[src/rtl/spss_pkg.sv]
// Constants and types for the startup and power state sequencer
// Functional notes
// - Start on power-on reset or reset pin
// - Synchronize reset, load config, apply I/O
// - Both pins low after load: programming
// - Reset only: minimum energy until release
// - Reset release: boot, then active
// - Programming mode suspends normal operation
// - Pick lowest-power operational state
// - Active: oscillator on, CPU run/sleep
// - Peripherals and DMA move active/doze
// - Doze only when CPU and peripherals idle
// - Doze retains state and timekeeping
// - Doze wakes on pin activity
// - Doze keeps slow oscillator and timers
// - Config page: hardware and software parts; loader reads only from SPSS_HW_CFG_BASE, software word is word 1
package spss_pkg;

	// ----------------------------------------
	// Counts and reset values
	// ----------------------------------------
	localparam int SPSS_CFG_WORDS = 16;
	localparam int SPSS_IO_WIDTH = 16;
	localparam int SPSS_ADDR_W = 9;
	localparam int SPSS_BOOT_CYCLES = 64;
	localparam logic [SPSS_IO_WIDTH-1:0] SPSS_IO_DIR_RST = 16'h0000;
	localparam logic [SPSS_ADDR_W-1:0] SPSS_HW_CFG_BASE = 9'h000;
	localparam logic [SPSS_ADDR_W-1:0] SPSS_SW_CFG_BASE = 9'h100;

	// ----------------------------------------
	// States
	// ----------------------------------------
	typedef enum logic [8:0] {
		SPSS_POR = 9'h001,
		SPSS_LOAD = 9'h002,
		SPSS_SAMPLE = 9'h004,
		SPSS_PROG = 9'h008,
		SPSS_MIN_ENERGY = 9'h010,
		SPSS_BOOT = 9'h020,
		SPSS_CPU_ACTIVE = 9'h040,
		SPSS_CPU_IDLE = 9'h080,
		SPSS_DOZE = 9'h100
	} spss_state_t;

	// Wake sources watched while dozing
	typedef struct packed {
		logic uart_rx_a;
		logic uart_rx_b;
		logic time_capture;
	} spss_wake_t;

	// Power controls driven out
	typedef struct packed {
		logic relax_osc_en;
		logic lf_osc_en;
		logic lf_timer_en;
		logic periph_clk_en;
		logic cpu_clk_en;
		logic retain;
	} spss_pwr_t;

endpackage

[src/rtl/spss_sequencer.sv]
// Startup and power state sequencer top module
`timescale 1ns/10ps
`default_nettype none
module spss_sequencer import spss_pkg::*; #(
	parameter int CFG_WORDS = SPSS_CFG_WORDS,
	parameter int BOOT_CYCLES = SPSS_BOOT_CYCLES
) (
	input wire logic clk,
	input wire logic rstn,
	input wire logic por_done,
	input wire logic ext_reset_in_n,
	input wire logic program_mode_select_n,
	input wire logic time_capture_request_n,
	input wire logic uart_rx_a,
	input wire logic uart_rx_b,
	input wire logic cpu_sleep_req,
	input wire logic cpu_wake_req,
	input wire logic periph_busy,
	input wire logic dma_busy,
	input wire logic [15:0] cfg_rdata,
	output logic [SPSS_ADDR_W-1:0] cfg_addr,
	output logic cfg_rd,
	output logic [SPSS_IO_WIDTH-1:0] io_dir,
	output logic [15:0] sw_cfg_word,
	output logic prog_mode,
	output logic normal_run,
	output spss_pwr_t pwr,
	output spss_state_t state
);

	// ----------------------------------------
	// Pin synchronisers
	// ----------------------------------------
	// Pins are asynchronous; two stages before any use.
	// Reset shows the pins idle but por_done low, so start-up never runs
	// ahead of the supply flag; receive and capture lines idle inactive.
	logic [5:0] sync1;
	logic [5:0] sync2;
	always_ff @(posedge clk) begin
		if (!rstn) begin
			sync1 <= 6'h1f;
			sync2 <= 6'h1f;
		end else begin
			sync1 <= {por_done, ext_reset_in_n, program_mode_select_n,
				time_capture_request_n, uart_rx_a, uart_rx_b};
			sync2 <= sync1;
		end
	end

	wire por_s = sync2[5];
	wire rst_low = !sync2[4];
	wire prog_low = !sync2[3];
	spss_wake_t wake_lvl;
	assign wake_lvl = '{uart_rx_a: sync2[1], uart_rx_b: sync2[0],
		time_capture: !sync2[2]};

	// Edge memory for reset fall and wake pin activity
	logic rst_low_d;
	spss_wake_t wake_d;
	always_ff @(posedge clk) begin
		if (!rstn) begin
			rst_low_d <= 1'b0;
			wake_d <= '1;
		end else begin
			rst_low_d <= rst_low;
			wake_d <= wake_lvl;
		end
	end
	wire rst_fall = rst_low && !rst_low_d;
	// Receive start bits fall, capture request asserts high after inversion.
	wire pin_wake = (wake_d.uart_rx_a && !wake_lvl.uart_rx_a)
		|| (wake_d.uart_rx_b && !wake_lvl.uart_rx_b)
		|| (!wake_d.time_capture && wake_lvl.time_capture);

	// ----------------------------------------
	// Decoding
	// ----------------------------------------
	wire sys_busy = periph_busy || dma_busy;
	wire all_idle = !sys_busy && cpu_sleep_req && !cpu_wake_req;
	localparam int CW = $clog2(CFG_WORDS + 1);
	localparam int BW = $clog2(BOOT_CYCLES + 1);
	logic [CW-1:0] load_cnt;
	logic [BW-1:0] boot_cnt;
	wire load_last = load_cnt == CW'(CFG_WORDS - 1);
	wire boot_last = boot_cnt == BW'(BOOT_CYCLES - 1);

	// ----------------------------------------
	// State machine
	// ----------------------------------------
	spss_state_t next_state;
	always_comb begin
		next_state = state;
		case (state)
			SPSS_POR: if (por_s) next_state = SPSS_LOAD;
			SPSS_LOAD: if (load_last) next_state = SPSS_SAMPLE;
			SPSS_SAMPLE: begin
				// Both low requests programming; reset alone parks.
				if (rst_low && prog_low) next_state = SPSS_PROG;
				else if (rst_low) next_state = SPSS_MIN_ENERGY;
				else next_state = SPSS_BOOT;
			end
			SPSS_PROG: if (!rst_low) next_state = SPSS_BOOT;
			SPSS_MIN_ENERGY: if (!rst_low) next_state = SPSS_BOOT;
			SPSS_BOOT: if (boot_last) next_state = SPSS_CPU_ACTIVE;
			SPSS_CPU_ACTIVE: begin
				if (all_idle) next_state = SPSS_DOZE;
				else if (cpu_sleep_req && !cpu_wake_req) next_state = SPSS_CPU_IDLE;
			end
			SPSS_CPU_IDLE: begin
				if (cpu_wake_req) next_state = SPSS_CPU_ACTIVE;
				else if (!sys_busy) next_state = SPSS_DOZE;
			end
			SPSS_DOZE: begin
				// Peripherals or DMA wake without the CPU.
				if (cpu_wake_req) next_state = SPSS_CPU_ACTIVE;
				else if (sys_busy || pin_wake) next_state = SPSS_CPU_IDLE;
			end
			default: next_state = SPSS_POR;
		endcase
		// Reset pin fall restarts from config load in any later state.
		if (state != SPSS_POR && state != SPSS_LOAD && rst_fall)
			next_state = SPSS_LOAD;
	end

	always_ff @(posedge clk) begin
		if (!rstn) state <= SPSS_POR;
		else state <= next_state;
	end

	// ----------------------------------------
	// Config page loader
	// ----------------------------------------
	// Words are read from the hardware base; word 0 sets I/O direction, word 1 is kept as the software word.
	wire in_load = state == SPSS_LOAD;
	assign cfg_rd = in_load;
	always_ff @(posedge clk) begin
		if (!rstn) begin
			load_cnt <= '0;
			cfg_addr <= SPSS_HW_CFG_BASE;
		end else if (in_load && !load_last) begin
			load_cnt <= load_cnt + CW'(1);
			cfg_addr <= cfg_addr + SPSS_ADDR_W'(1);
		end else if (!in_load) begin
			load_cnt <= '0;
			cfg_addr <= SPSS_HW_CFG_BASE;
		end
	end

	// Read data follows address by one cycle; word 0 is I/O direction.
	logic in_load_d;
	logic [CW-1:0] load_cnt_d;
	always_ff @(posedge clk) begin
		if (!rstn) begin
			in_load_d <= 1'b0;
			load_cnt_d <= '0;
			io_dir <= SPSS_IO_DIR_RST;
			sw_cfg_word <= 16'h0000;
		end else begin
			in_load_d <= in_load;
			load_cnt_d <= load_cnt;
			if (in_load_d && load_cnt_d == '0) io_dir <= cfg_rdata;
			if (in_load_d && load_cnt_d == CW'(1)) sw_cfg_word <= cfg_rdata;
		end
	end

	// Boot timer
	always_ff @(posedge clk) begin
		if (!rstn) boot_cnt <= '0;
		else if (state == SPSS_BOOT && !boot_last) boot_cnt <= boot_cnt + BW'(1);
		else if (state != SPSS_BOOT) boot_cnt <= '0;
	end

	// ----------------------------------------
	// Power outputs
	// ----------------------------------------
	// Registered so clock gates never glitch on decode hazards.
	wire nx_op = next_state inside {SPSS_CPU_ACTIVE, SPSS_CPU_IDLE, SPSS_DOZE};
	wire nx_doze = next_state == SPSS_DOZE;
	always_ff @(posedge clk) begin
		if (!rstn) begin
			pwr <= '0;
			prog_mode <= 1'b0;
			normal_run <= 1'b0;
		end else begin
			pwr.relax_osc_en <= !nx_doze && next_state != SPSS_MIN_ENERGY;
			pwr.lf_osc_en <= nx_op;
			pwr.lf_timer_en <= nx_op;
			pwr.periph_clk_en <= nx_op && !nx_doze;
			pwr.cpu_clk_en <= next_state == SPSS_CPU_ACTIVE
				|| next_state == SPSS_BOOT;
			pwr.retain <= nx_doze;
			prog_mode <= next_state == SPSS_PROG;
			normal_run <= nx_op;
		end
	end

	// ----------------------------------------
	// Checks
	// ----------------------------------------
	doze_needs_idle_a: assert property (@(posedge clk) disable iff (!rstn)
		(state != SPSS_DOZE && next_state == SPSS_DOZE) |-> !sys_busy && !cpu_wake_req)
		else $error("doze entered while busy");
	prog_entry_a: assert property (@(posedge clk) disable iff (!rstn)
		(state == SPSS_SAMPLE && rst_low && prog_low) |=> state == SPSS_PROG)
		else $error("programming mode not entered");
	min_energy_a: assert property (@(posedge clk) disable iff (!rstn)
		(state == SPSS_SAMPLE && rst_low && !prog_low) |=> state == SPSS_MIN_ENERGY)
		else $error("minimum energy not entered");
	min_hold_a: assert property (@(posedge clk) disable iff (!rstn)
		(state == SPSS_MIN_ENERGY && rst_low) |=> state == SPSS_MIN_ENERGY)
		else $error("left minimum energy under reset");
	boot_to_active_a: assert property (@(posedge clk) disable iff (!rstn)
		$rose(state == SPSS_BOOT) |-> ##[1:300] state == SPSS_CPU_ACTIVE)
		else $error("boot did not reach active");
	prog_suspends_a: assert property (@(posedge clk) disable iff (!rstn)
		state == SPSS_PROG |=> !normal_run)
		else $error("normal run during programming");
	doze_clocks_a: assert property (@(posedge clk) disable iff (!rstn)
		state == SPSS_DOZE && $past(state) == SPSS_DOZE |->
		pwr.lf_osc_en && pwr.lf_timer_en && !pwr.relax_osc_en && pwr.retain)
		else $error("doze clock settings wrong");
	doze_wake_a: assert property (@(posedge clk) disable iff (!rstn)
		(state == SPSS_DOZE && pin_wake && !rst_fall) |=> state != SPSS_DOZE)
		else $error("no wake on pin activity");
	config_load_a: assert property (@(posedge clk) disable iff (!rstn)
		$rose(state == SPSS_LOAD) |-> cfg_rd [*2])
		else $error("config load not reading");

	// Start-up steps; pin decisions use only synchronised pins, config load steps follow the load counter
	por_wait_a: assert property (@(posedge clk) disable iff (!rstn)
		(state == SPSS_POR && !por_s)
		|=> state == SPSS_POR)
		else $error("left power-on wait early");
	pin_restart_a: assert property (@(posedge clk) disable iff (!rstn)
		(state != SPSS_POR && state != SPSS_LOAD && rst_fall)
		|=> state == SPSS_LOAD)
		else $error("reset pin fall did not restart");
	load_end_a: assert property (@(posedge clk) disable iff (!rstn)
		(state == SPSS_LOAD && load_last)
		|=> state == SPSS_SAMPLE)
		else $error("config load did not end");
	load_step_a: assert property (@(posedge clk) disable iff (!rstn)
		(state == SPSS_LOAD && !load_last)
		|=> cfg_addr == $past(cfg_addr) + SPSS_ADDR_W'(1))
		else $error("config address did not step");
	// Data lags the address by one cycle, so the past sample is the word read
	io_dir_load_a: assert property (@(posedge clk) disable iff (!rstn)
		(in_load_d && load_cnt_d == '0)
		|=> io_dir == $past(cfg_rdata))
		else $error("I/O direction not taken from word 0");
	sw_word_load_a: assert property (@(posedge clk) disable iff (!rstn)
		(in_load_d && load_cnt_d == CW'(1))
		|=> sw_cfg_word == $past(cfg_rdata))
		else $error("software word not taken from word 1");
	sample_boot_a: assert property (@(posedge clk) disable iff (!rstn)
		(state == SPSS_SAMPLE && !rst_low)
		|=> state == SPSS_BOOT)
		else $error("released reset did not boot");
	min_energy_off_a: assert property (@(posedge clk) disable iff (!rstn)
		state == SPSS_MIN_ENERGY
		|-> !pwr.relax_osc_en && !pwr.cpu_clk_en && !normal_run)
		else $error("minimum energy left clocks running");
	prog_hold_a: assert property (@(posedge clk) disable iff (!rstn)
		(state == SPSS_PROG && rst_low && !rst_fall)
		|=> state == SPSS_PROG)
		else $error("left programming mode under reset");
	prog_clocks_a: assert property (@(posedge clk) disable iff (!rstn)
		state == SPSS_PROG
		|-> prog_mode && !pwr.cpu_clk_en && !pwr.periph_clk_en)
		else $error("normal clocks on in programming mode");

	// Operational group moves
	active_clocks_a: assert property (@(posedge clk) disable iff (!rstn)
		state == SPSS_CPU_ACTIVE
		|-> pwr.relax_osc_en && pwr.cpu_clk_en && pwr.periph_clk_en)
		else $error("active state clocks wrong");
	idle_clocks_a: assert property (@(posedge clk) disable iff (!rstn)
		state == SPSS_CPU_IDLE
		|-> pwr.relax_osc_en && !pwr.cpu_clk_en && pwr.periph_clk_en)
		else $error("inactive state clocks wrong");
	doze_cpu_wake_a: assert property (@(posedge clk) disable iff (!rstn)
		(state == SPSS_DOZE && cpu_wake_req && !rst_fall)
		|=> state == SPSS_CPU_ACTIVE)
		else $error("cpu wake did not leave doze");
	lowest_power_a: assert property (@(posedge clk) disable iff (!rstn)
		(state == SPSS_CPU_IDLE && !sys_busy && !cpu_wake_req && !rst_fall)
		|=> state == SPSS_DOZE)
		else $error("idle system did not doze");
	busy_wake_a: assert property (@(posedge clk) disable iff (!rstn)
		(state == SPSS_DOZE && sys_busy && !cpu_wake_req && !rst_fall)
		|=> state == SPSS_CPU_IDLE)
		else $error("peripheral activity did not wake");

	// Doze keeps its context and gates the fast clocks
	doze_retains_a: assert property (@(posedge clk) disable iff (!rstn)
		state == SPSS_DOZE
		|-> $stable(io_dir) && $stable(sw_cfg_word))
		else $error("context changed in doze");
	doze_gated_a: assert property (@(posedge clk) disable iff (!rstn)
		state == SPSS_DOZE
		|-> !pwr.cpu_clk_en && !pwr.periph_clk_en)
		else $error("fast clocks running in doze");

endmodule // spss_sequencer
`default_nettype wire

[config.mk]
export PLATFORM = sky130hd
export DESIGN_NAME = spss_sequencer
export DESIGN_NICKNAME = d
export VERILOG_FILES = /design/src/rtl/spss_pkg.sv /design/src/rtl/spss_sequencer.sv
export SDC_FILE = /design/constraint.sdc
export NUM_CORES = 1
export LEC_CHECK = 0
export ABC_AREA = 1
export BUFFER_PORTS_ARGS = -buffer_cell sky130_fd_sc_hd__buf_4
export CAP_MARGIN = 0
export CORE_MARGIN = 8
export CORE_UTILIZATION = 53
export DETAILED_ROUTE_END_ITERATION = 6
export PLACE_DENSITY = 0.84
export SLEW_MARGIN = 10
export SYNTH_ARGS = -nofsm -noshare
export SYNTH_HDL_FRONTEND = slang
export SYNTH_SLANG_ARGS = --single-unit
[constraint.sdc]
create_clock -name clk -period 1.85 [get_ports clk]
set_input_delay 0.185 -clock clk [delete_from_list [all_inputs] [get_ports clk]]
set_output_delay 0.185 -clock clk [all_outputs]
set_load 0.01 [all_outputs]
==> metrics list <==
- In this run, the number of DRC markers left after iteration 0 of detailed routing was 224.
* Number of nets still failing antenna checks after routing: 0
- Worst hold-check slack: 19.7 ps
* Worst-path clk slew: 90 ps
* Crit start category: flop
- Across all setup checks in the final design, the least slack found is approximately 120 ps.
- The die is 100 µm wide.
- Of all cell types, the one taking the most synthesized area is sky130_fd_sc_hd__dfxtp_1.
- The initial utilization of the core area, before any placement, comes to 54.8%.
- In the routed design, unresolved DRC markers number 0.
- Detailed routing inserted a total of 3534 vias.
* Number of warnings printed during yosys synthesis: 0
* Maximum fanout count along the critical path: 5
- Global-route usage over all layers: 19.1%
- The hold violation count in the final report is 0.
* TritonCTS clock tree: built
- After synthesis, the largest family of logic cells by area is simple AND/OR/NAND/NOR gates.
- Clk_lat worst skew: 360 ps
- Min Clock Period, post-route: 1730 ps
* Core region area: 6830 µm²
* Routed metal-1 wire length: 3750 µm
- Summing the areas of all fa, ha and maj instances in the mapped netlist gives between 1 and 1.5% of the synthesized area.
* Max-slew headroom: between 60% and 70%
- The initialized floorplan defines 30 standard-cell rows.
- Max-cap violations in this run came to 0.
- Die Y-Extent: 100 µm
* Maximum number of pins on one net before global-route repair: between 40 and 50
- Worst Path Arrival: ~1600 ps
* Biggest area contributors in the synthesized netlist: sky130_fd_sc_hd__dfxtp_1 (48%), sky130_fd_sc_hd__nor2_1 (11%), sky130_fd_sc_hd__nand2_1 (7.2%)
- Synthesis produced a netlist with a net count of 529.
- The H-tree was split into 3 levels.
- Total placed instance area: about 4500 µm²
- In this run the top signal layer used is met4.
- Number of nets in the final layout: 628
* Synth Register Bits: 90
- Clk root buf: sky130_fd_sc_hd__clkbuf_8
- Maximum single-stage delay on the critical path: 380 ps
- Achievable Freq: approximately 580 MHz
* Post-Synth XOR/XNOR Area: around 1.4%
- Clock Skews: roughly 11 ps
- Status: completed
- Leaving out fill and tap cells, the most frequent cell in the layout is sky130_fd_sc_hd__nor2_1.
* Post-route core utilization: 69.9%
- Critical Path End Type: output pin
- Fraction of final layout cells with drive strength greater than 1: 26.8%
* P per Cell Area: 719 nW/µm²
- After detailed routing, the average wire length per cell comes to 13.4 µm.
* Number of global-route vias before repair: 3492
- After synthesis, the mean cell area works out to 7.54 µm².
- Diodes inserted: 0
- I/O Pins: 87
- Once placement completed, the tool counted placed cells totaling 671.
- Number of slew-limit violations in the final report: 0
* Deepest clock path buffer count: 2
* Routed Wire Length: 9350 µm
* Critical path, cell by cell: nor2_2 > nand2_2 > nor3_4 > nand2_1 > inv_1 > buf_4
* Routability congestion estimate from global placement: 0.921
- The clock net in this run drives a total of 90 sinks.
- Worst setup path class: reg2out
- Sequential cells were found to cover about half of the synthesized design area.
* Yosys cell types: 34
- Worst VDD drop: 0.492 mV
- Slowest cell on the critical path: sky130_fd_sc_hd__dfxtp_1
* Clock buffer count from CTS: 9
- Multiplexer cells account for 0% of the synthesized area.
* Detailed Routing Iterations Pass 1: 5
- Buf+Inv Stages, Crit Path: 2
* Most frequent cells in the layout: sky130_fd_sc_hd__nor2_1 (109), sky130_fd_sc_hd__buf_4 (98), sky130_fd_sc_hd__dfxtp_1 (88)
* Post-detailed-route via-to-cell ratio: 5.07
* Setup TNS: 0 ps
- The worst path uses a little over nine tenths of the clock period.
- After detailed routing, the met2 layer carries 4390 µm of wire.
- First-pass GRT wire length: 15600 µm
- The synthesized netlist devotes 10.3% of its cell area to compound gates.
* Remaining global-route overflow: 0
- Fraction of the mapped netlist area in simple logic gates: 31.3%
- The synthesized design devotes to its leading area cell type about half of total area.
- Non-Filler Cell Area, Final: approximately 4800 µm²
- Total of buffers placed on input and output ports: 86
- Setup slack at placement: roughly 73 ps
* Mapped cell area: 3750 µm²
- The tightest min-delay check is of the in2reg type.
- Setup violations remaining at the end of the flow were counted as 0.
- Overall power after layout: 3.44 mW
- Critical path data required time: 1660 ps
* Largest delay contributor family on the critical path: simple AND/OR/NAND/NOR gates
- DP HPWL: just under 7000 µm
- The number of antenna violations at the first check in global routing came to 0.
- Met3 WL: 1100 µm
- For this run, the number of standard cells in the final layout without fillers is 697.
- For this design the static power due to leakage is 2.29 nW.
- At the pin with the least slew margin, the transition time is 461 ps.
* Die outline area: approximately 10000 µm²
- From synthesis to final layout, the design area changed by 27.6%.
* Count of mapped cells out of synthesis: 497
==> path summary, 6_finish.rpt <==
path                                       startpoint           to  slack [ps]  cells past startpoint
worst max-delay path                         state[5]       cfg_rd         120                      6
worst min-delay path            program_mode_select_n     sync1[3]          20                      2
worst max register to register            load_cnt[1]  load_cnt[1]         160                      9
worst min register to register               sync2[2]    wake_d[0]         390                      1
==> where the power goes <==
group | internal, mW | total (mW) | switching [mW] | leakage [nW]
Clock | 0.541 | 1.27 | 0.727 | 0.0912
Sequential | 1.96 | 1.97 | 0.0141 | 0.730
Combinational | 0.0900 | 0.196 | 0.106 | 1.47
Total | 2.59 | 3.44 | 0.847 | 2.29
==> cell families (layout without fill, tap and decap cells) <==
logic type / after synthesis / after routing
AO/OA/AOI/OAI: 70 / 70
AND/OR/NAND/NOR: 255 / 255
XOR/XNOR: 6 / 6
flip-flops: 90 / 90
adder cells (fa/ha/maj): 4 / 4
buffers and inverters: 72 / 176
==> sequential cells by signal (all words and copies together) (netlist names) <==
name         count
in_load_d        1
sync2            6
sync1            6
sw_cfg_word     16
load_cnt         5
cfg_addr         9
io_dir          16
state            9
rst_low_d        1
wake_d           3
prog_mode        1
pwr              5
load_cnt_d       5
boot_cnt         7
==> cell usage after synthesis, drive strengths merged <==
master and n:
inv 57, or2 14, a211oi 2, nor3 9
o21ai 50, nor2 120, ha 4, xnor2 1
nand2 74, nand4 9, o21a 2, o32ai 2
nor3b 1, o211ai 3, nand3 27, dfxtp 90
nand3b 1, xor2 5, clkbuf 11, a31oi 2
a21oi 8, o31ai 1, buf 4
==> repair_timing <==
item	in CTS	in global routing
pin swaps	1	1
buffers inserted	1	4
endpoints found under the hold margin	5	0
endpoints found under the setup margin	1	13
cloned	0	0
hold buffers	5	0
resized for setup	0	7
==> layer usage <==
layer,track usage [%],vias to the layer above
li1,-,1772
met1,20.3,1605
met2,31.7,144
met3,10.0,13
met4,6.40,0
met5,0,-
==> cell type report <==
| type | instances | area (µm²) |
|---|---|---|
| inverters | 57 | 214 |
| fillers | 534 | 2050 |
| flip-flops and latches | 90 | 1800 |
| clock buffers | 10 | 138 |
| well taps | 96 | 120 |
| clock inverters | 6 | 48.8 |
| multi-input cells | 335 | 1670 |
| repair buffers | 103 | 786 |
No activity file was read; power rests on OpenSTA's default activity.
